<file path="config.mk">
export PLATFORM = sky130hd
export DESIGN_NAME = cah_ack_handler
export DESIGN_NICKNAME = d
export VERILOG_FILES = /design/src/rtl/cah_pkg.sv /design/src/rtl/cah_ack_timer.sv /design/src/rtl/cah_route_table.sv /design/src/rtl/cah_ack_handler.sv
export SDC_FILE = /design/constraint.sdc
export NUM_CORES = 1
export LEC_CHECK = 0
export ABC_AREA = 1
export BUFFER_PORTS_ARGS = -buffer_cell sky130_fd_sc_hd__buf_2
export CORE_ASPECT_RATIO = 0.7
export CORE_MARGIN = 5
export CORE_UTILIZATION = 45
export CTS_CLUSTER_SIZE = 20
export DETAILED_ROUTE_END_ITERATION = 10
export HOLD_SLACK_MARGIN = 0.1
export PLACE_DENSITY = 0.64
export SLEW_MARGIN = 0
export SYNTH_ARGS = -nofsm -noshare
export SYNTH_HDL_FRONTEND = slang
export SYNTH_SLANG_ARGS = --single-unit
</file>
<file path="constraint.sdc">
create_clock -name mclk_i -period 5 [get_ports mclk_i]
set_clock_uncertainty 0.05 [all_clocks]
set_input_delay 0.5 -clock mclk_i [delete_from_list [all_inputs] [get_ports mclk_i]]
set_output_delay 0.5 -clock mclk_i [all_outputs]
set_load 0.01 [all_outputs]
</file>
<file path="src/rtl/cah_pkg.sv">
package cah_pkg;
    // Service codes for the optional route services
    localparam logic [7:0] CAH_SVC_ADD_ROUTE = 8'h4B;
    localparam logic [7:0] CAH_SVC_DEL_ROUTE = 8'h4C;
    // Module clock
    localparam int CAH_CLK_MHZ = 250;
    // Default acknowledgement time-out, in milliseconds
    localparam int CAH_ACK_TMO_MS = 16;
    localparam logic [31:0] CAH_ACK_TMO_CYC =
        32'(CAH_ACK_TMO_MS * 1000 * CAH_CLK_MHZ);
    localparam logic [7:0] CAH_RETRY_LIM_DEF = 8'h01;
    // Connection slots tracked
    localparam int CAH_NCONN = 4;
    localparam int CAH_ROUTE_BYTES = 8;
    // Register byte offsets
    localparam logic [7:0] CAH_REG_CTRL = 8'h00;
    localparam logic [7:0] CAH_REG_TMO = 8'h04;
    localparam logic [7:0] CAH_REG_RLIM = 8'h08;
    localparam logic [7:0] CAH_REG_STAT = 8'h0C;
    localparam logic [7:0] CAH_REG_AWAIT = 8'h10;
    localparam logic [7:0] CAH_REG_SVC = 8'h14;
    localparam logic [7:0] CAH_REG_SVCARG = 8'h18;
    localparam logic [7:0] CAH_REG_ROUTE = 8'h1C;
    localparam logic [7:0] CAH_REG_RTLEN = 8'h20;
    // Control fields
    localparam int CAH_CTRL_DATA_EN = 0;
    localparam int CAH_CTRL_RESTART_BLOCK = 1;
    localparam int CAH_CTRL_RESTART_ALL = 2;
    // Route register fields
    localparam int CAH_SVCARG_LEN_LSB = 16;
    localparam logic [15:0] CAH_ID_NONE = 16'hFFFF;
    typedef enum logic [1:0] {
        CAH_IDLE = 2'b00,
        CAH_WAIT = 2'b01,
        CAH_DONE = 2'b10,
        CAH_LIMIT = 2'b11
    } cah_state_t;
endpackage : cah_pkg

</file>
<file path="src/rtl/cah_ack_timer.sv">
`timescale 1ns/10ps
module cah_ack_timer (
    input wire logic mclk_i, // Module clock
    input wire logic rst_i, // Synchronous reset
    input wire logic start_i, // Restart the count
    input wire logic stop_i, // Stop without expiry
    input wire logic [31:0] load_i, // Time-out in cycles
    output logic run_o, // Counting
    output logic expire_o // One-cycle expiry pulse
);
    import cah_pkg::*;
    logic [31:0] cnt_q;
    always_ff @(posedge mclk_i) begin
        if (rst_i || stop_i) begin
            cnt_q <= 32'h0;
            run_o <= 1'b0;
            expire_o <= 1'b0;
        end else if (start_i) begin
            // Zero load would never expire, so at least one cycle
            cnt_q <= (load_i == 32'h0) ? 32'h1 : load_i;
            run_o <= 1'b1;
            expire_o <= 1'b0;
        end else if (run_o && cnt_q == 32'h1) begin
            cnt_q <= 32'h0;
            run_o <= 1'b0;
            expire_o <= 1'b1;
        end else begin
            if (run_o) begin
                cnt_q <= cnt_q - 32'h1;
            end
            expire_o <= 1'b0;
        end
    end
endmodule : cah_ack_timer

</file>
<file path="src/rtl/cah_route_table.sv">
`timescale 1ns/10ps
module cah_route_table #(
    parameter int NCONN = cah_pkg::CAH_NCONN
) (
    input wire logic mclk_i, // Module clock
    input wire logic rst_i, // Synchronous reset
    input wire logic add_i, // Add route pulse
    input wire logic del_i, // Remove route pulse
    input wire logic [15:0] id_i, // Connection instance for service
    input wire logic [15:0] len_i, // Route byte count
    input wire logic [63:0] route_i, // Route bytes
    input wire logic [15:0] look_id_i, // Connection for lookup
    output logic hit_o, // Lookup found a route
    output logic [63:0] route_o, // Route found
    output logic [15:0] len_o // Route length found
);
    import cah_pkg::*;
    logic [NCONN-1:0] used_q;
    logic [15:0] id_q [NCONN];
    logic [15:0] len_q [NCONN];
    logic [63:0] rt_q [NCONN];
    logic [NCONN-1:0] match;
    logic [NCONN-1:0] look;
    logic [NCONN-1:0] freeslot;
    genvar g;
    generate
        for (g = 0; g < NCONN; g++) begin : g_slot
            assign match[g] = used_q[g] && id_q[g] == id_i;
            assign look[g] = used_q[g] && id_q[g] == look_id_i;
        end
    endgenerate
    // Lowest free slot, used only if no entry for the id exists
    always_comb begin
        freeslot = '0;
        for (int i = NCONN - 1; i >= 0; i--) begin
            if (!used_q[i]) begin
                freeslot = '0;
                freeslot[i] = 1'b1;
            end
        end
    end
    always_ff @(posedge mclk_i) begin
        for (int i = 0; i < NCONN; i++) begin
            if (rst_i) begin
                used_q[i] <= 1'b0;
                id_q[i] <= 16'h0;
                len_q[i] <= 16'h0;
                rt_q[i] <= 64'h0;
            end else if (add_i
                    && (match[i] || (match == '0 && freeslot[i]))) begin
                used_q[i] <= 1'b1;
                id_q[i] <= id_i;
                len_q[i] <= len_i;
                rt_q[i] <= route_i;
            end else if (del_i && match[i]) begin
                used_q[i] <= 1'b0;
            end
        end
    end
    always_comb begin
        hit_o = 1'b0;
        route_o = 64'h0;
        len_o = 16'h0;
        for (int i = 0; i < NCONN; i++) begin
            if (look[i]) begin
                hit_o = 1'b1;
                route_o = rt_q[i];
                len_o = len_q[i];
            end
        end
    end
endmodule : cah_route_table

</file>
<file path="src/rtl/cah_ack_handler.sv">
// Overview of operation
// - Optional service 4B adds reply route
// - Optional service 4C deletes reply route
// - Add carries id, length, route bytes
// - Remove carries only connection id
// - Application reports each send and resend
// - Report missing acks at time-out
// - Any valid message on an established connection counts as ack
// - Forward ack payload along stored route
// - Every send or resend restarts timer
// - Timer expiry while waiting sends time-out message
// - Count time-outs; report limit reached
// - Send clears count; resend keeps it
// - Time-out and retry limit are configurable
// - Established connections join awaited list
// - Time-out defaults to 16 ms
// - Retry limit defaults to 1
`timescale 1ns/10ps
module cah_ack_handler #(
    parameter logic [31:0] ACK_TMO_CYC = cah_pkg::CAH_ACK_TMO_CYC,
    parameter int NCONN = cah_pkg::CAH_NCONN
) (
    input wire logic mclk_i, // Module clock
    input wire logic rst_i, // Synchronous reset
    input wire logic psel, // APB select
    input wire logic penable, // APB enable
    input wire logic pwrite, // APB direction
    input wire logic [7:0] paddr, // APB byte address
    input wire logic [31:0] pwdata, // APB write data
    output logic [31:0] prdata, // APB read data
    output logic pready, // APB ready
    output logic pslverr, // APB error
    input wire logic data_sent_i, // New production pulse
    input wire logic data_resent_i, // Retry production pulse
    input wire logic conn_est_i, // Connection established pulse
    input wire logic conn_gone_i, // Connection left established pulse
    input wire logic [1:0] conn_slot_i, // Slot of that connection
    input wire logic [15:0] conn_id_i, // Its instance id
    input wire logic msg_valid_i, // Valid message on a connection
    input wire logic [1:0] msg_slot_i, // Slot it arrived on
    input wire logic [15:0] msg_len_i, // Its payload byte count
    output logic timeout_o, // Ack time-out message pulse
    output logic limit_o, // Retry limit reached pulse
    output logic ackd_o, // All awaited acks in
    output logic fwd_valid_o, // Payload forward pulse
    output logic [63:0] fwd_route_o, // Route for forwarded payload
    output logic [15:0] fwd_len_o // Forwarded payload length
);
    import cah_pkg::*;
    cah_state_t state_q;
    logic [31:0] tmo_q;
    logic [7:0] rlim_q;
    logic [7:0] rcnt_q;
    logic data_en_q;
    logic [NCONN-1:0] est_q;
    logic [NCONN-1:0] pend_q;
    logic [15:0] cid_q [NCONN];
    logic [15:0] svc_id_q;
    logic [15:0] svc_len_q;
    logic [63:0] route_q;
    logic add_q;
    logic del_q;
    logic tm_run;
    logic tm_exp;
    logic rt_hit;
    logic [63:0] rt_route;
    logic [15:0] rt_len;
    logic acc;
    logic wr;
    logic bad_addr;
    logic produce;
    logic msg_hit;

    function automatic logic addr_ok(input logic [7:0] a);
        return a == CAH_REG_CTRL || a == CAH_REG_TMO || a == CAH_REG_RLIM
            || a == CAH_REG_STAT || a == CAH_REG_AWAIT || a == CAH_REG_SVC
            || a == CAH_REG_SVCARG || a == CAH_REG_ROUTE
            || a == CAH_REG_RTLEN;
    endfunction : addr_ok

    assign acc = psel && penable && pready;
    assign wr = acc && pwrite;
    assign bad_addr = !addr_ok(paddr);
    assign produce = data_sent_i || data_resent_i;
    assign msg_hit = msg_valid_i && est_q[msg_slot_i];

    // One wait state keeps prdata registered
    always_ff @(posedge mclk_i) begin
        if (rst_i || acc) begin
            pready <= 1'b0;
        end else begin
            pready <= psel && penable;
        end
    end

    always_ff @(posedge mclk_i) begin
        if (rst_i) begin
            prdata <= 32'h0;
            pslverr <= 1'b0;
        end else if (psel && penable && !pready) begin
            pslverr <= bad_addr;
            prdata <= 32'h0;
            if (!pwrite) begin
                unique case (paddr)
                    CAH_REG_CTRL: prdata <= {31'h0, data_en_q};
                    CAH_REG_TMO: prdata <= tmo_q;
                    CAH_REG_RLIM: prdata <= {24'h0, rlim_q};
                    CAH_REG_STAT: prdata <= {22'h0, state_q, rcnt_q};
                    CAH_REG_AWAIT: prdata <= {24'h0, pend_q, est_q};
                    CAH_REG_SVCARG: prdata <= {svc_len_q, svc_id_q};
                    CAH_REG_ROUTE: prdata <= route_q[31:0];
                    CAH_REG_RTLEN: prdata <= route_q[63:32];
                    default: prdata <= 32'h0;
                endcase
            end
        end
    end

    // Configuration registers
    always_ff @(posedge mclk_i) begin
        if (rst_i) begin
            tmo_q <= ACK_TMO_CYC;
            rlim_q <= CAH_RETRY_LIM_DEF;
            data_en_q <= 1'b0;
            svc_id_q <= 16'h0;
            svc_len_q <= 16'h0;
            route_q <= 64'h0;
        end else if (wr) begin
            unique case (paddr)
                CAH_REG_CTRL: data_en_q <= pwdata[CAH_CTRL_DATA_EN];
                CAH_REG_TMO: tmo_q <= pwdata;
                CAH_REG_RLIM: rlim_q <= pwdata[7:0];
                CAH_REG_SVCARG: begin
                    svc_id_q <= pwdata[15:0];
                    svc_len_q <= pwdata[31:CAH_SVCARG_LEN_LSB];
                end
                CAH_REG_ROUTE: route_q[31:0] <= pwdata;
                CAH_REG_RTLEN: route_q[63:32] <= pwdata;
                default: ;
            endcase
        end
    end

    // Service write launches add or remove; other codes ignored
    always_ff @(posedge mclk_i) begin
        if (rst_i) begin
            add_q <= 1'b0;
            del_q <= 1'b0;
        end else begin
            add_q <= wr && paddr == CAH_REG_SVC
                && pwdata[7:0] == CAH_SVC_ADD_ROUTE;
            del_q <= wr && paddr == CAH_REG_SVC
                && pwdata[7:0] == CAH_SVC_DEL_ROUTE;
        end
    end

    // Awaited list follows connection state
    always_ff @(posedge mclk_i) begin
        for (int i = 0; i < NCONN; i++) begin
            if (rst_i) begin
                est_q[i] <= 1'b0;
                cid_q[i] <= 16'h0;
            end else if (conn_est_i && conn_slot_i == i[1:0]) begin
                est_q[i] <= 1'b1;
                cid_q[i] <= conn_id_i;
            end else if (conn_gone_i && conn_slot_i == i[1:0]) begin
                est_q[i] <= 1'b0;
            end
        end
    end

    // Pending acks: production sets, a valid message clears
    always_ff @(posedge mclk_i) begin
        for (int i = 0; i < NCONN; i++) begin
            if (rst_i) begin
                pend_q[i] <= 1'b0;
            end else if (produce) begin
                pend_q[i] <= est_q[i];
            end else if (msg_hit && msg_slot_i == i[1:0]) begin
                pend_q[i] <= 1'b0;
            end
        end
    end

    cah_ack_timer u_timer (
        .mclk_i(mclk_i),
        .rst_i(rst_i),
        .start_i(produce),
        .stop_i(state_q == CAH_WAIT && pend_q == '0 && !produce),
        .load_i(tmo_q),
        .run_o(tm_run),
        .expire_o(tm_exp)
    );

    cah_route_table #(.NCONN(NCONN)) u_routes (
        .mclk_i(mclk_i),
        .rst_i(rst_i),
        .add_i(add_q),
        .del_i(del_q),
        .id_i(svc_id_q),
        .len_i(svc_len_q),
        .route_i(route_q),
        .look_id_i(cid_q[msg_slot_i]),
        .hit_o(rt_hit),
        .route_o(rt_route),
        .len_o(rt_len)
    );

    // Handler state
    always_ff @(posedge mclk_i) begin
        if (rst_i) begin
            state_q <= CAH_IDLE;
            rcnt_q <= 8'h0;
            timeout_o <= 1'b0;
            limit_o <= 1'b0;
            ackd_o <= 1'b0;
        end else begin
            timeout_o <= 1'b0;
            limit_o <= 1'b0;
            ackd_o <= 1'b0;
            if (data_sent_i) begin
                rcnt_q <= 8'h0;
                state_q <= CAH_WAIT;
            end else if (data_resent_i) begin
                if (state_q != CAH_LIMIT) begin
                    state_q <= CAH_WAIT;
                end
            end else begin
                unique case (state_q)
                    CAH_IDLE, CAH_DONE, CAH_LIMIT: ;
                    CAH_WAIT: begin
                        if (pend_q == '0) begin
                            state_q <= CAH_DONE;
                            ackd_o <= 1'b1;
                        end else if (tm_exp) begin
                            timeout_o <= 1'b1;
                            rcnt_q <= rcnt_q + 8'h1;
                            if (rcnt_q + 8'h1 >= rlim_q) begin
                                limit_o <= 1'b1;
                                state_q <= CAH_LIMIT;
                            end else begin
                                state_q <= CAH_IDLE;
                            end
                        end
                    end
                endcase
            end
        end
    end

    // Payload forwarding
    always_ff @(posedge mclk_i) begin
        if (rst_i) begin
            fwd_valid_o <= 1'b0;
            fwd_route_o <= 64'h0;
            fwd_len_o <= 16'h0;
        end else begin
            fwd_valid_o <= msg_hit && data_en_q && rt_hit
                && msg_len_i != 16'h0;
            if (msg_hit) begin
                fwd_route_o <= rt_route;
                fwd_len_o <= msg_len_i;
            end
        end
    end
endmodule : cah_ack_handler

</file>
# After elaboration in Yosys (flattened, before gate mapping)
# Memories as Yosys holds them, arrays and structs flattened.
# Cells that the tools add are included.
# totals
register_bits	313
ramBits	384
inputBits	86
out_inout_bits	118
word_cells	286
n_memories	3
# classes
add_sub_neg	2
magnitude_cmp	2
n_eq_ne	29
muxes	95
n_bitwise	16
reduce_logical	103
# memory_table
memory	depth	word_bits	read_ports	rd_ports_with_merged_regs	write_ports	line_no	rtl
u_routes.rt_q	4	64	4	0	4	cah_route_table.sv:21	logic [63:0] rt_q [NCONN];
cid_q	4	16	1	0	4	cah_ack_handler.sv:57	logic [15:0] cid_q [NCONN];
u_routes.id_q	4	16	4	0	4	cah_route_table.sv:19	logic [15:0] id_q [NCONN];
# op_table
operator	count
64-bit two-way mux	8
32-bit one-hot mux with 8 select lines	1
32-bit two-way mux	5
16-bit == test	8
16-bit two-way mux	8
1-bit two-way mux	62
1-bit logical AND	46
32-bit by 1-bit == test with 1-bit output (second input constant)	1
8-bit by 5-bit == test with 1-bit output (second input constant)	4
32-bit zero test	1
32-bit by 1-bit subtractor with 32-bit output (second input constant)	1
2-bit nonzero test	14
8-bit by 4-bit == test with 1-bit output (second input constant)	2
8-bit by 7-bit == test with 1-bit output (second input constant)	2
4-bit two-way mux	4
16-bit nonzero test	1
1-bit logical OR	15
2-bit two-way mux	6
1-bit OR	12
2-bit AND reduction	6
3-bit nonzero test	3
8-bit by 1-bit adder with 8-bit output (second input constant)	1
2-bit == test (second input constant)	4
8-bit by 3-bit == test with 1-bit output (second input constant)	1
other kinds (20)	31

# Logic depth before layout (Yosys ltp)
# Gate-level depths: netlist of run 1.
# logic_depth
ltp_word	11
mapped_depth	21
depth_no_buf	17

# Modules after synthesis
# From an unflattened synthesis of run 1, not the netlist that was laid out.
# hier_totals
hier_cells	4432
area_unflattened_um2	36450.0
# by_module_without_submodules
mod	n_inst	cells_each	area_each_um2	seq_area_each_um2
cah_route_table	1	2213	19417.4	11611.1
cah_ack_handler	1	1776	14231.1	7427.1
cah_ack_timer	1	443	2801.4	680.7

# Worst setup path before layout of run 1
# OpenSTA, ideal clock, no wires.
# synth_path
path_type	flip-flop to flip-flop
startpoint	register svc_id_q[3]
endpoint	memory u_routes.id_q[1][0] (enable)
setup_ps	441
t_arrival_ps	3140
t_required_ps	4509
slack_ps	1370
stages_incl_launch_ff	13
path_buffers	0
synth_period_minus_slack_ps	3630
cell_sequence	dfxtp_1 -> clkinv_1 -> o22ai_1 -> nor2_1 -> nand3_1 -> nor3_1 -> nand2_1 -> nand2_1 -> nor2_1 -> nand3_1 -> nand2_1 -> nand2_1 -> nand2_1
# synth_rtl
item	line_no	rtl
start, declared	cah_ack_handler.sv:58	logic [15:0] svc_id_q;
start signal, assigned	cah_ack_handler.sv:134	svc_id_q <= pwdata[15:0];
end, declared	cah_route_table.sv:19	

==> report_table.html, run 1 <==
<table>
<tr><th>Metric</th><th>Value</th></tr>
<tr><th colspan="2">Run status</th></tr>
<tr><td>Run status</td><td>finished, final reports clean</td></tr>
<tr><th colspan="2">Routing</th></tr>
<tr><td>WL per Instance</td><td>20.83 microns</td></tr>
<tr><td>Violation count after the first detailed-route iteration</td><td>3,083</td></tr>
<tr><td>Detailed-route wire length</td><td>105,600 microns</td></tr>
<tr><td>Routed Antenna Nets</td><td>0</td></tr>
<tr><td>Remaining routing DRC violations</td><td>0</td></tr>
<tr><td>Via/cell ratio</td><td>5.457</td></tr>
<tr><td>Number of search-and-repair iterations in the first detailed-routing pass</td><td>6</td></tr>
<tr><td>Number of vias after detailed routing</td><td>27,680</td></tr>
<tr><th colspan="2">Yosys</th></tr>
<tr><td>Top post-synthesis cells by area</td><td>sky130_fd_sc_hd__edfxtp_1, sky130_fd_sc_hd__dfxtp_1, sky130_fd_sc_hd__nor2_1, sky130_fd_sc_hd__nand2_1, sky130_fd_sc_hd__inv_1</td></tr>
<tr><td>Area fraction of the dominant cell type after synthesis</td><td>0.3542</td></tr>
<tr><td>Synthesized area</td><td>0.03255 sq mm</td></tr>
<tr><td>Proportion of synthesized chip area in sequential cells</td><td>0.5467</td></tr>
<tr><td>Count of distinct cell types in the synthesized netlist</td><td>47</td></tr>
<tr><td>Average instance area after synthesis</td><td>8.281 sq um</td></tr>
<tr><td>Library cell with the highest instance count after synthesis</td><td>sky130_fd_sc_hd__nor2_1</td></tr>
<tr><td>Most frequently used flop master after synthesis</td><td>sky130_fd_sc_hd__edfxtp_1</td></tr>
<tr><td>Number of storage elements in the synthesis netlist</td><td>697</td></tr>
<tr><td>Most area-hungry cell type in the Yosys netlist</td><td>sky130_fd_sc_hd__edfxtp_1</td></tr>
<tr><td>Instance count of the mapped netlist</td><td>3,931</td></tr>
<tr><td>Ys Warns</td><td>0</td></tr>
<tr><td>Number of flops mapped to enable cells by yosys</td><td>384</td></tr>
<tr><td>Net count of the mapped netlist</td><td>4,028</td></tr>
<tr><td>Ranking of synthesized cells by instance count</td><td>sky130_fd_sc_hd__nor2_1, sky130_fd_sc_hd__nand2_1, sky130_fd_sc_hd__inv_1, sky130_fd_sc_hd__edfxtp_1, sky130_fd_sc_hd__dfxtp_1</td></tr>
<tr><td>Share of synthesized registers carrying an async set or reset</td><td>0</td></tr>
<tr><th colspan="2">Clocking</th></tr>
<tr><td>Clock tree from TritonCTS</td><td>built</td></tr>
<tr><td>Maximum root-to-sink buffer count</td><td>3</td></tr>
<tr><td>Clock sink count</td><td>697</td></tr>
<tr><td>Max H-tree Level</td><td>3</td></tr>
<tr><td>Number of CTS-inserted buffers</td><td>72</td></tr>
<tr><td>Buffer type at the clock tree root</td><td>sky130_fd_sc_hd__clkbuf_16</td></tr>
<tr><td>Number of gates resized after cts</td><td>0</td></tr>
<tr><td>Post-CTS clock slew at the launch and capture registers of the worst setup and hold paths</td><td>0.06 ns</td></tr>
<tr><td>Post-CTS setup repair buffer count</td><td>0</td></tr>
<tr><td>Insertion delay to the later sink of the worst-skew pair</td><td>0.64 ns</td></tr>
<tr><th colspan="2">Placement</th></tr>
<tr><td>Total of buffers placed on input and output ports</td><td>203</td></tr>
<tr><td>Final GP Congestion</td><td>0.9482</td></tr>
<tr><td>Dpl cells</td><td>4,923</td></tr>
<tr><td>Half-perimeter wire length of the detailed placement result</td><td>70,620 microns</td></tr>
<tr><th colspan="2">GRT</th></tr>
<tr><td>Wire length of the first global-routing pass</td><td>159,300 microns</td></tr>
<tr><td>Pin count of the biggest net entering global routing</td><td>130</td></tr>
<tr><td>Global routing usage summed across all routing layers</td><td>0.2609</td></tr>
<tr><td>Via count of the first global-routing pass</td><td>24,920</td></tr>
<tr><td>Total global routing overflow</td><td>0</td></tr>
<tr><td>Number of antenna violations at the first check in global routing</td><td>4</td></tr>
<tr><th colspan="2">Cells and area</th></tr>
<tr><td>Fraction of final layout cells with drive strength greater than 1</td><td>0.1141</td></tr>
<tr><td>Area overhead of the layout relative to synthesis</td><td>13.10%</td></tr>
<tr><td>Total Nets Final</td><td>4,143</td></tr>
<tr><td>Count of fill cells added during filler insertion</td><td>6,831</td></tr>
<tr><td>Final std cells w/o fill</td><td>5,073</td></tr>
<tr><th colspan="2">Floorplan</th></tr>
<tr><td>Width of the die</td><td>331.5 microns</td></tr>
<tr><td>Standard-cell rows</td><td>82</td></tr>
<tr><td>Initial standard-cell utilization of the core</td><td>0.4546</td></tr>
<tr><td>Total Die Area</td><td>0.07790 sq mm</td></tr>
<tr><td>Number of I/O pins</td><td>204</td></tr>
<tr><td>Die outline height</td><td>235.0 microns</td></tr>
<tr><td>Core area</td><td>0.07161 sq mm</td></tr>
<tr><th colspan="2">STA</th></tr>
<tr><td>Shortest period the worst path allows</td><td>3.936 ns</td></tr>
<tr><td>Slew margin rel.</td><td>0.1672</td></tr>
<tr><td>Crit share post-route</td><td>0.7872</td></tr>
<tr><td>Total of endpoints with negative setup slack in the final report</td><td>0</td></tr>
<tr><td>RSZ-0062 raised after global routing</td><td>false</td></tr>
<tr><td>Worst hold-check slack</td><td>0.1231 ns</td></tr>
<tr><td>Setup Total Neg Slack</td><td>0 ns</td></tr>
<tr><td>Number of max-slew violations in the final report</td><td>0</td></tr>
<tr><td>Measured slew at the worst slew-check pin</td><td>1.249 ns</td></tr>
<tr><td>Hold violation count in the final report</td><td>0</td></tr>
<tr><td>Highest attainable clock frequency</td><td>254.1 MHz</td></tr>
<tr><th colspan="2">Critical path</th></tr>
<tr><td>CP Launch Type</td><td>register</td></tr>
<tr><td>Kind of capture point of the worst setup path</td><td>register</td></tr>
<tr><td>Critical path arrival</td><td>4.24 ns</td></tr>
<tr><td>Required time worst endpoint</td><td>5.30 ns</td></tr>
<tr><td>Worst-path fanout max</td><td>43</td></tr>
<tr><td>Crit path kind</td><td>register to register</td></tr>
<tr><th colspan="2">Pwr</th></tr>
<tr><td>Leakage</td><td>14.80 nW</td></tr>
<tr><td>Sequential fraction of design power</td><td>0.496</td></tr>
<tr><td>Worst voltage drop across the vdd grid</td><td>0.2055 mV</td></tr>
<tr><td>Switching power share of the total</td><td>0.2363</td></tr>
<tr><td>Pwr dens</td><td>343.0 mW/mm^2</td></tr>
<tr><td>Power share of the combinational group</td><td>0.061</td></tr>
<tr><td>Clock share of power</td><td>0.443</td></tr>
<tr><td>Power dissipated by switching net loads</td><td>2.984 mW</td></tr>
<tr><td>Cell-internal power</td><td>9.642 mW</td></tr>
<tr><th colspan="2">Min path</th></tr>
<tr><td>Type of the tightest min-delay check</td><td>input pin to register</td></tr>
<tr><th colspan="2">Job</th></tr>
<tr><td>Total of max-cap violations</td><td>0</td></tr>
</table>
[through the flow]
step           total power [mW]  area [sq um]  worst slack, ns  utilization
2_1_floorplan             6.846         32550            1.370            -
3_5_place_dp              7.131         34240            1.125       0.4781
4_1_cts                   12.67         36810            1.257       0.5140
3_3_place_gp              7.124         34240            1.160       0.4781
6_report                  12.63         36820            1.064       0.5141
5_1_grt                   13.01         36810           0.8798       0.5140
[worst max-delay path, cell delays in order, from the launching register on]
cell and delay [ns]:
sky130_fd_sc_hd__edfxtp_1 0.49, sky130_fd_sc_hd__inv_1 0.16, sky130_fd_sc_hd__nand2_1 0.09, sky130_fd_sc_hd__nand4_1 0.10, sky130_fd_sc_hd__nor4_1 0.73, sky130_fd_sc_hd__nand3_1 0.30
sky130_fd_sc_hd__nand2_1 0.15, sky130_fd_sc_hd__nor2_1 0.08, sky130_fd_sc_hd__nand3_1 0.07, sky130_fd_sc_hd__nand2_1 0.10, sky130_fd_sc_hd__nand3_4 0.07, sky130_fd_sc_hd__buf_4 0.48
sky130_fd_sc_hd__buf_4 0.62, sky130_fd_sc_hd__nor2_1 0.08
[cells in the final DEF (no fill, tap or decap), types with 46 or more instances in the layout]
master / count
sky130_fd_sc_hd__o21ai_0: 207
sky130_fd_sc_hd__inv_1: 387
sky130_fd_sc_hd__buf_2: 202
sky130_fd_sc_hd__a21oi_1: 275
sky130_fd_sc_hd__a21oi_2: 59
sky130_fd_sc_hd__nand2_1: 738
sky130_fd_sc_hd__nand3_1: 93
sky130_fd_sc_hd__dfxtp_1: 313
sky130_fd_sc_hd__nor2_1: 833
sky130_fd_sc_hd__edfxtp_1: 384
sky130_fd_sc_hd__clkbuf_16: 74
sky130_fd_sc_hd__nand4_1: 83
sky130_fd_sc_hd__o22ai_1: 46
[final timing paths]
path	from	endpoint	slack (ns)	cells after the start
worst max-delay path	u_routes.id_q[3][0]	u_routes.rt_q[2][59]	1.06	13
worst min register to register	fwd_route_o[1]	fwd_route_o[1]	0.41	2
worst min-delay path	msg_len_i[13]	fwd_len_o[13]	0.12	3
worst max register to register	u_routes.id_q[3][0]	u_routes.rt_q[2][59]	1.06	13
[per-layer routing]
metal / vias up / part of all wire / global-route usage
met5: - / 0.00024 / 0
met4: 4 / 0.024 / 0.06527
met3: 143 / 0.11 / 0.05330
met2: 1391 / 0.41 / 0.3702
met1: 12970 / 0.46 / 0.4054
li1: 13180 / - / -
[registers in the layout, summed over array words and instances (netlist names), 2 cells and up]
register	cells
prdata	32
u_routes.id_q	64
u_routes.rt_q	256
fwd_route_o	64
fwd_len_o	16
pend_q	4
svc_len_q	16
u_routes.used_q	4
tmo_q	32
est_q	4
cid_q	64
svc_id_q	16
u_timer.cnt_q	32
rcnt_q	8
rlim_q	8
state_q	2
route_q	64
[power by group through the flow]
stage,logic [mW],clock network [mW],registers [mW]
finish,0.775,5.59,6.26
global route,0.852,5.89,6.27
CTS,0.764,5.65,6.26
detailed placement,0.750,0,6.38
global placement,0.745,0,6.38
floorplan,0.481,0,6.37
[repair_timing]
| action | CTS | global route |
|---|---|---|
| hold buffers | 15 | 0 |
| endpoints found under the setup margin | 0 | 0 |
| hold endpoints to repair | 15 | 0 |
[area by class of cell]
type	instances	area, sq um	share of cell area
well taps	966	1209	0.03283
flip-flops and latches	697	17800	0.4834
multi-input cells	2605	12230	0.3322
inverters	404	1521	0.04133
clock buffers	96	1964	0.05336
clock inverters	35	452.9	0.01230
repair buffers	266	1633	0.04435
diodes	4	10.01	0.0002719
[cell families (layout without fill, tap and decap cells)]
group	after synthesis	in the layout	synth area share
adder cells (fa/ha/maj)	11	11	0.004228
flip-flops	697	697	0.5467
AND/OR/NAND/NOR	1851	1851	0.2298
buffers and inverters	629	801	0.08179
AO/OA/AOI/OAI	692	692	0.1237
XOR/XNOR	51	51	0.01372
other	0	4	0
No activity file was read; power rests on OpenSTA's default activity.
==> run 2, diff against run 1 <==
- PLACE_DENSITY: 0.64 -> 0.66
- clock period: 5 -> 3.6 ns (I/O delays scaled with it)
==> run 2 against run 1 <==
Register-to-register slack worse by 0.51 ns. Global-route usage up 0.53 points. Total power up 38%. Largest cell class unchanged. Non-clock buffer count up 84. Flip-flop and latch count unchanged. Via count up 1.5%.
==> report_table.html, run 2 (synthesis gave the netlist of run 1 again) <==
<table>
<tr><th>Metric</th><th>Value</th></tr>
<tr><th colspan="2">Job</th></tr>
<tr><td>Total of max-cap violations</td><td>0</td></tr>
<tr><th colspan="2">Pwr</th></tr>
<tr><td>Pwr dens</td><td>462.0 mW/mm^2</td></tr>
<tr><td>Sequential fraction of design power</td><td>0.499</td></tr>
<tr><td>Worst voltage drop across the vdd grid</td><td>0.2677 mV</td></tr>
<tr><td>Power dissipated by switching net loads</td><td>4.222 mW</td></tr>
<tr><td>Power share of the combinational group</td><td>0.066</td></tr>
<tr><td>Leakage</td><td>15.20 nW</td></tr>
<tr><td>Clock share of power</td><td>0.435</td></tr>
<tr><td>Cell-internal power</td><td>13.20 mW</td></tr>
<tr><td>Switching power share of the total</td><td>0.2423</td></tr>
<tr><th colspan="2">Cells and area</th></tr>
<tr><td>Fraction of final layout cells with drive strength greater than 1</td><td>0.1177</td></tr>
<tr><td>Area overhead of the layout relative to synthesis</td><td>15.87%</td></tr>
<tr><td>Max reg flops</td><td>256</td></tr>
<tr><td>Leading cell type in the layout, fill and taps excluded</td><td>sky130_fd_sc_hd__nor2_1</td></tr>
<tr><td>Count of fill cells added during filler insertion</td><td>6,692</td></tr>
<tr><td>Top reg by flops</td><td>u_routes.rt_q</td></tr>
<tr><td>Final std cells w/o fill</td><td>5,161</td></tr>
<tr><td>Commonest cells after routing, fill and taps aside</td><td>sky130_fd_sc_hd__nor2_1, sky130_fd_sc_hd__nand2_1, sky130_fd_sc_hd__inv_1</td></tr>
<tr><td>Total Nets Final</td><td>4,227</td></tr>
<tr><th colspan="2">STA</th></tr>
<tr><td>Crit share post-route</td><td>0.8454</td></tr>
<tr><td>Shortest period the worst path allows</td><td>3.044 ns</td></tr>
<tr><td>Setup Total Neg Slack</td><td>0 ns</td></tr>
<tr><td>RSZ-0062 raised after global routing</td><td>false</td></tr>
<tr><td>Highest attainable clock frequency</td><td>328.6 MHz</td></tr>
<tr><td>Measured slew at the worst slew-check pin</td><td>1.016 ns</td></tr>
<tr><td>Hold violation count in the final report</td><td>0</td></tr>
<tr><td>Worst hold-check slack</td><td>0.1948 ns</td></tr>
<tr><td>Number of max-slew violations in the final report</td><td>0</td></tr>
<tr><td>Slew margin rel.</td><td>0.3163</td></tr>
<tr><td>Total of endpoints with negative setup slack in the final report</td><td>0</td></tr>
<tr><th colspan="2">Run status</th></tr>
<tr><td>Run status</td><td>finished, final reports clean</td></tr>
<tr><th colspan="2">GRT</th></tr>
<tr><td>Busiest layer in global routing</td><td>met1</td></tr>
<tr><td>Via count of the first global-routing pass</td><td>25,350</td></tr>
<tr><td>Global routing usage summed across all routing layers</td><td>0.2662</td></tr>
<tr><td>Wire length of the first global-routing pass</td><td>162,000 microns</td></tr>
<tr><td>GRT met3 Usage</td><td>0.07043</td></tr>
<tr><td>Met1 Use GR</td><td>0.4097</td></tr>
<tr><td>Total global routing overflow</td><td>0</td></tr>
<tr><td>Pin count of the biggest net entering global routing</td><td>106</td></tr>
<tr><td>Number of antenna violations at the first check in global routing</td><td>5</td></tr>
<tr><td>Met2 usage in global routing</td><td>0.3785</td></tr>
<tr><th colspan="2">Critical path</th></tr>
<tr><td>CP Launch Type</td><td>register</td></tr>
<tr><td>Kind of capture point of the worst setup path</td><td>register</td></tr>
<tr><td>Required time worst endpoint</td><td>3.91 ns</td></tr>
<tr><td>R2r worst-path depth</td><td>12</td></tr>
<tr><td>Crit path kind</td><td>register to register</td></tr>
<tr><td>Critical path arrival</td><td>3.35 ns</td></tr>
<tr><td>Worst-path fanout max</td><td>29</td></tr>
<tr><th colspan="2">Routing</th></tr>
<tr><td>Number of vias after detailed routing</td><td>28,100</td></tr>
<tr><td>Number of search-and-repair iterations in the first detailed-routing pass</td><td>6</td></tr>
<tr><td>Via/cell ratio</td><td>5.445</td></tr>
<tr><td>Remaining routing DRC violations</td><td>0</td></tr>
<tr><td>Violation count after the first detailed-route iteration</td><td>3,296</td></tr>
<tr><td>Routed Antenna Nets</td><td>0</td></tr>
<tr><td>Detailed-route wire length</td><td>107,800 microns</td></tr>
<tr><td>WL per Instance</td><td>20.89 microns</td></tr>
<tr><th colspan="2">Placement</th></tr>
<tr><td>Final GP Congestion</td><td>0.9671</td></tr>
<tr><td>Total of buffers placed on input and output ports</td><td>203</td></tr>
<tr><td>Dpl cells</td><td>4,942</td></tr>
<tr><td>Half-perimeter wire length of the detailed placement result</td><td>72,930 microns</td></tr>
<tr><th colspan="2">Clocking</th></tr>
<tr><td>Buffer type at the clock tree root</td><td>sky130_fd_sc_hd__clkbuf_16</td></tr>
<tr><td>Post-CTS clock slew at the launch and capture registers of the worst setup and hold paths</td><td>0.06 ns</td></tr>
<tr><td>Clock tree from TritonCTS</td><td>built</td></tr>
<tr><td>Clock sink count</td><td>697</td></tr>
<tr><td>Number of CTS-inserted buffers</td><td>72</td></tr>
<tr><td>Post-CTS setup repair buffer count</td><td>0</td></tr>
<tr><td>Number of gates resized after cts</td><td>0</td></tr>
<tr><td>Maximum root-to-sink buffer count</td><td>3</td></tr>
<tr><td>Max H-tree Level</td><td>3</td></tr>
<tr><td>Insertion delay to the later sink of the worst-skew pair</td><td>0.64 ns</td></tr>
<tr><th colspan="2">Floorplan</th></tr>
<tr><td>Core area</td><td>0.07161 sq mm</td></tr>
<tr><td>Initial standard-cell utilization of the core</td><td>0.4546</td></tr>
<tr><td>Standard-cell rows</td><td>82</td></tr>
<tr><td>Total Die Area</td><td>0.07790 sq mm</td></tr>
<tr><td>Width of the die</td><td>331.5 microns</td></tr>
<tr><td>Die outline height</td><td>235.0 microns</td></tr>
<tr><td>Number of I/O pins</td><td>204</td></tr>
<tr><th colspan="2">Min path</th></tr>
<tr><td>WHS Path Cells</td><td>5</td></tr>
<tr><td>Type of the tightest min-delay check</td><td>input pin to register</td></tr>
</table>
==> run 2: timing repair <==
item,CTS,global route
hold endpoints to repair,239,0
hold buffers,80,0
setup endpoints to repair,0,0
==> run 2: through the flow <==
stage                     setup WS [ns]    util  total power, mW  area [sq um]
after detailed placement         0.3376  0.4824            9.922         34540
after global placement           0.3657  0.4824            9.916         34540
after global routing             0.3841  0.5266            17.95         37710
after CTS                        0.6102  0.5265            17.49         37710
final                            0.5565  0.5267            17.43         37720
after floorplan                  0.7504       -            9.502         32560
==> run 2: critical path, stage by stage (launching register included) <==
cell	delay (ns)
sky130_fd_sc_hd__dfxtp_1	0.53
sky130_fd_sc_hd__clkinv_1	0.33
sky130_fd_sc_hd__a21oi_1	0.21
sky130_fd_sc_hd__nand4_1	0.17
sky130_fd_sc_hd__nor4_1	0.26
sky130_fd_sc_hd__nand3_1	0.20
sky130_fd_sc_hd__nand2_1	0.10
sky130_fd_sc_hd__nor2_1	0.07
sky130_fd_sc_hd__nand3_1	0.07
sky130_fd_sc_hd__nand2_1	0.10
sky130_fd_sc_hd__nand2_1	0.12
sky130_fd_sc_hd__nand2_4	0.23
sky130_fd_sc_hd__buf_12	0.29
==> run 2: path summary, 6_finish.rpt <==
| check | startpoint | end | slack [ns] |
|---|---|---|---|
| setup / recovery | svc_id_q[15] | u_routes.rt_q[3][25] | 0.56 |
| hold / removal | paddr[4] | data_en_q | 0.19 |
| setup reg to reg | svc_id_q[15] | u_routes.rt_q[3][25] | 0.56 |
| hold reg to reg | svc_len_q[5] | svc_len_q[5] | 0.41 |
==> run 2: area by class of cell <==
| type | instances | area (sq um) | area share |
|---|---|---|---|
| Sequential cell | 697 | 17800 | 0.4718 |
| Inverter | 404 | 1521 | 0.04034 |
| Antenna cell | 5 | 12.51 | 0.0003317 |
| Clock buffer | 100 | 2061 | 0.05463 |
| Clock inverter | 34 | 301.5 | 0.007994 |
| Timing Repair Buffer | 350 | 2589 | 0.06863 |
| Tap cell | 966 | 1209 | 0.03204 |
| Multi-Input combinational cell | 2605 | 12230 | 0.3242 |
==> run 2: metal layers <==
| layer | routed length, microns | share of wire |
|---|---|---|
| met2 | 44600 | 0.41 |
| met4 | 1976 | 0.018 |
| met1 | 49390 | 0.46 |
| met3 | 11860 | 0.11 |
| met5 | 13 | 0.00012 |
==> run 2: power groups by stage <==
stage	logic, mW	clock network [mW]	registers (mW)
after floorplan	0.668	0	8.83
final	1.15	7.58	8.70
after CTS	1.13	7.67	8.70
after global placement	1.05	0	8.87
after detailed placement	1.06	0	8.87
after global routing	1.25	7.99	8.71
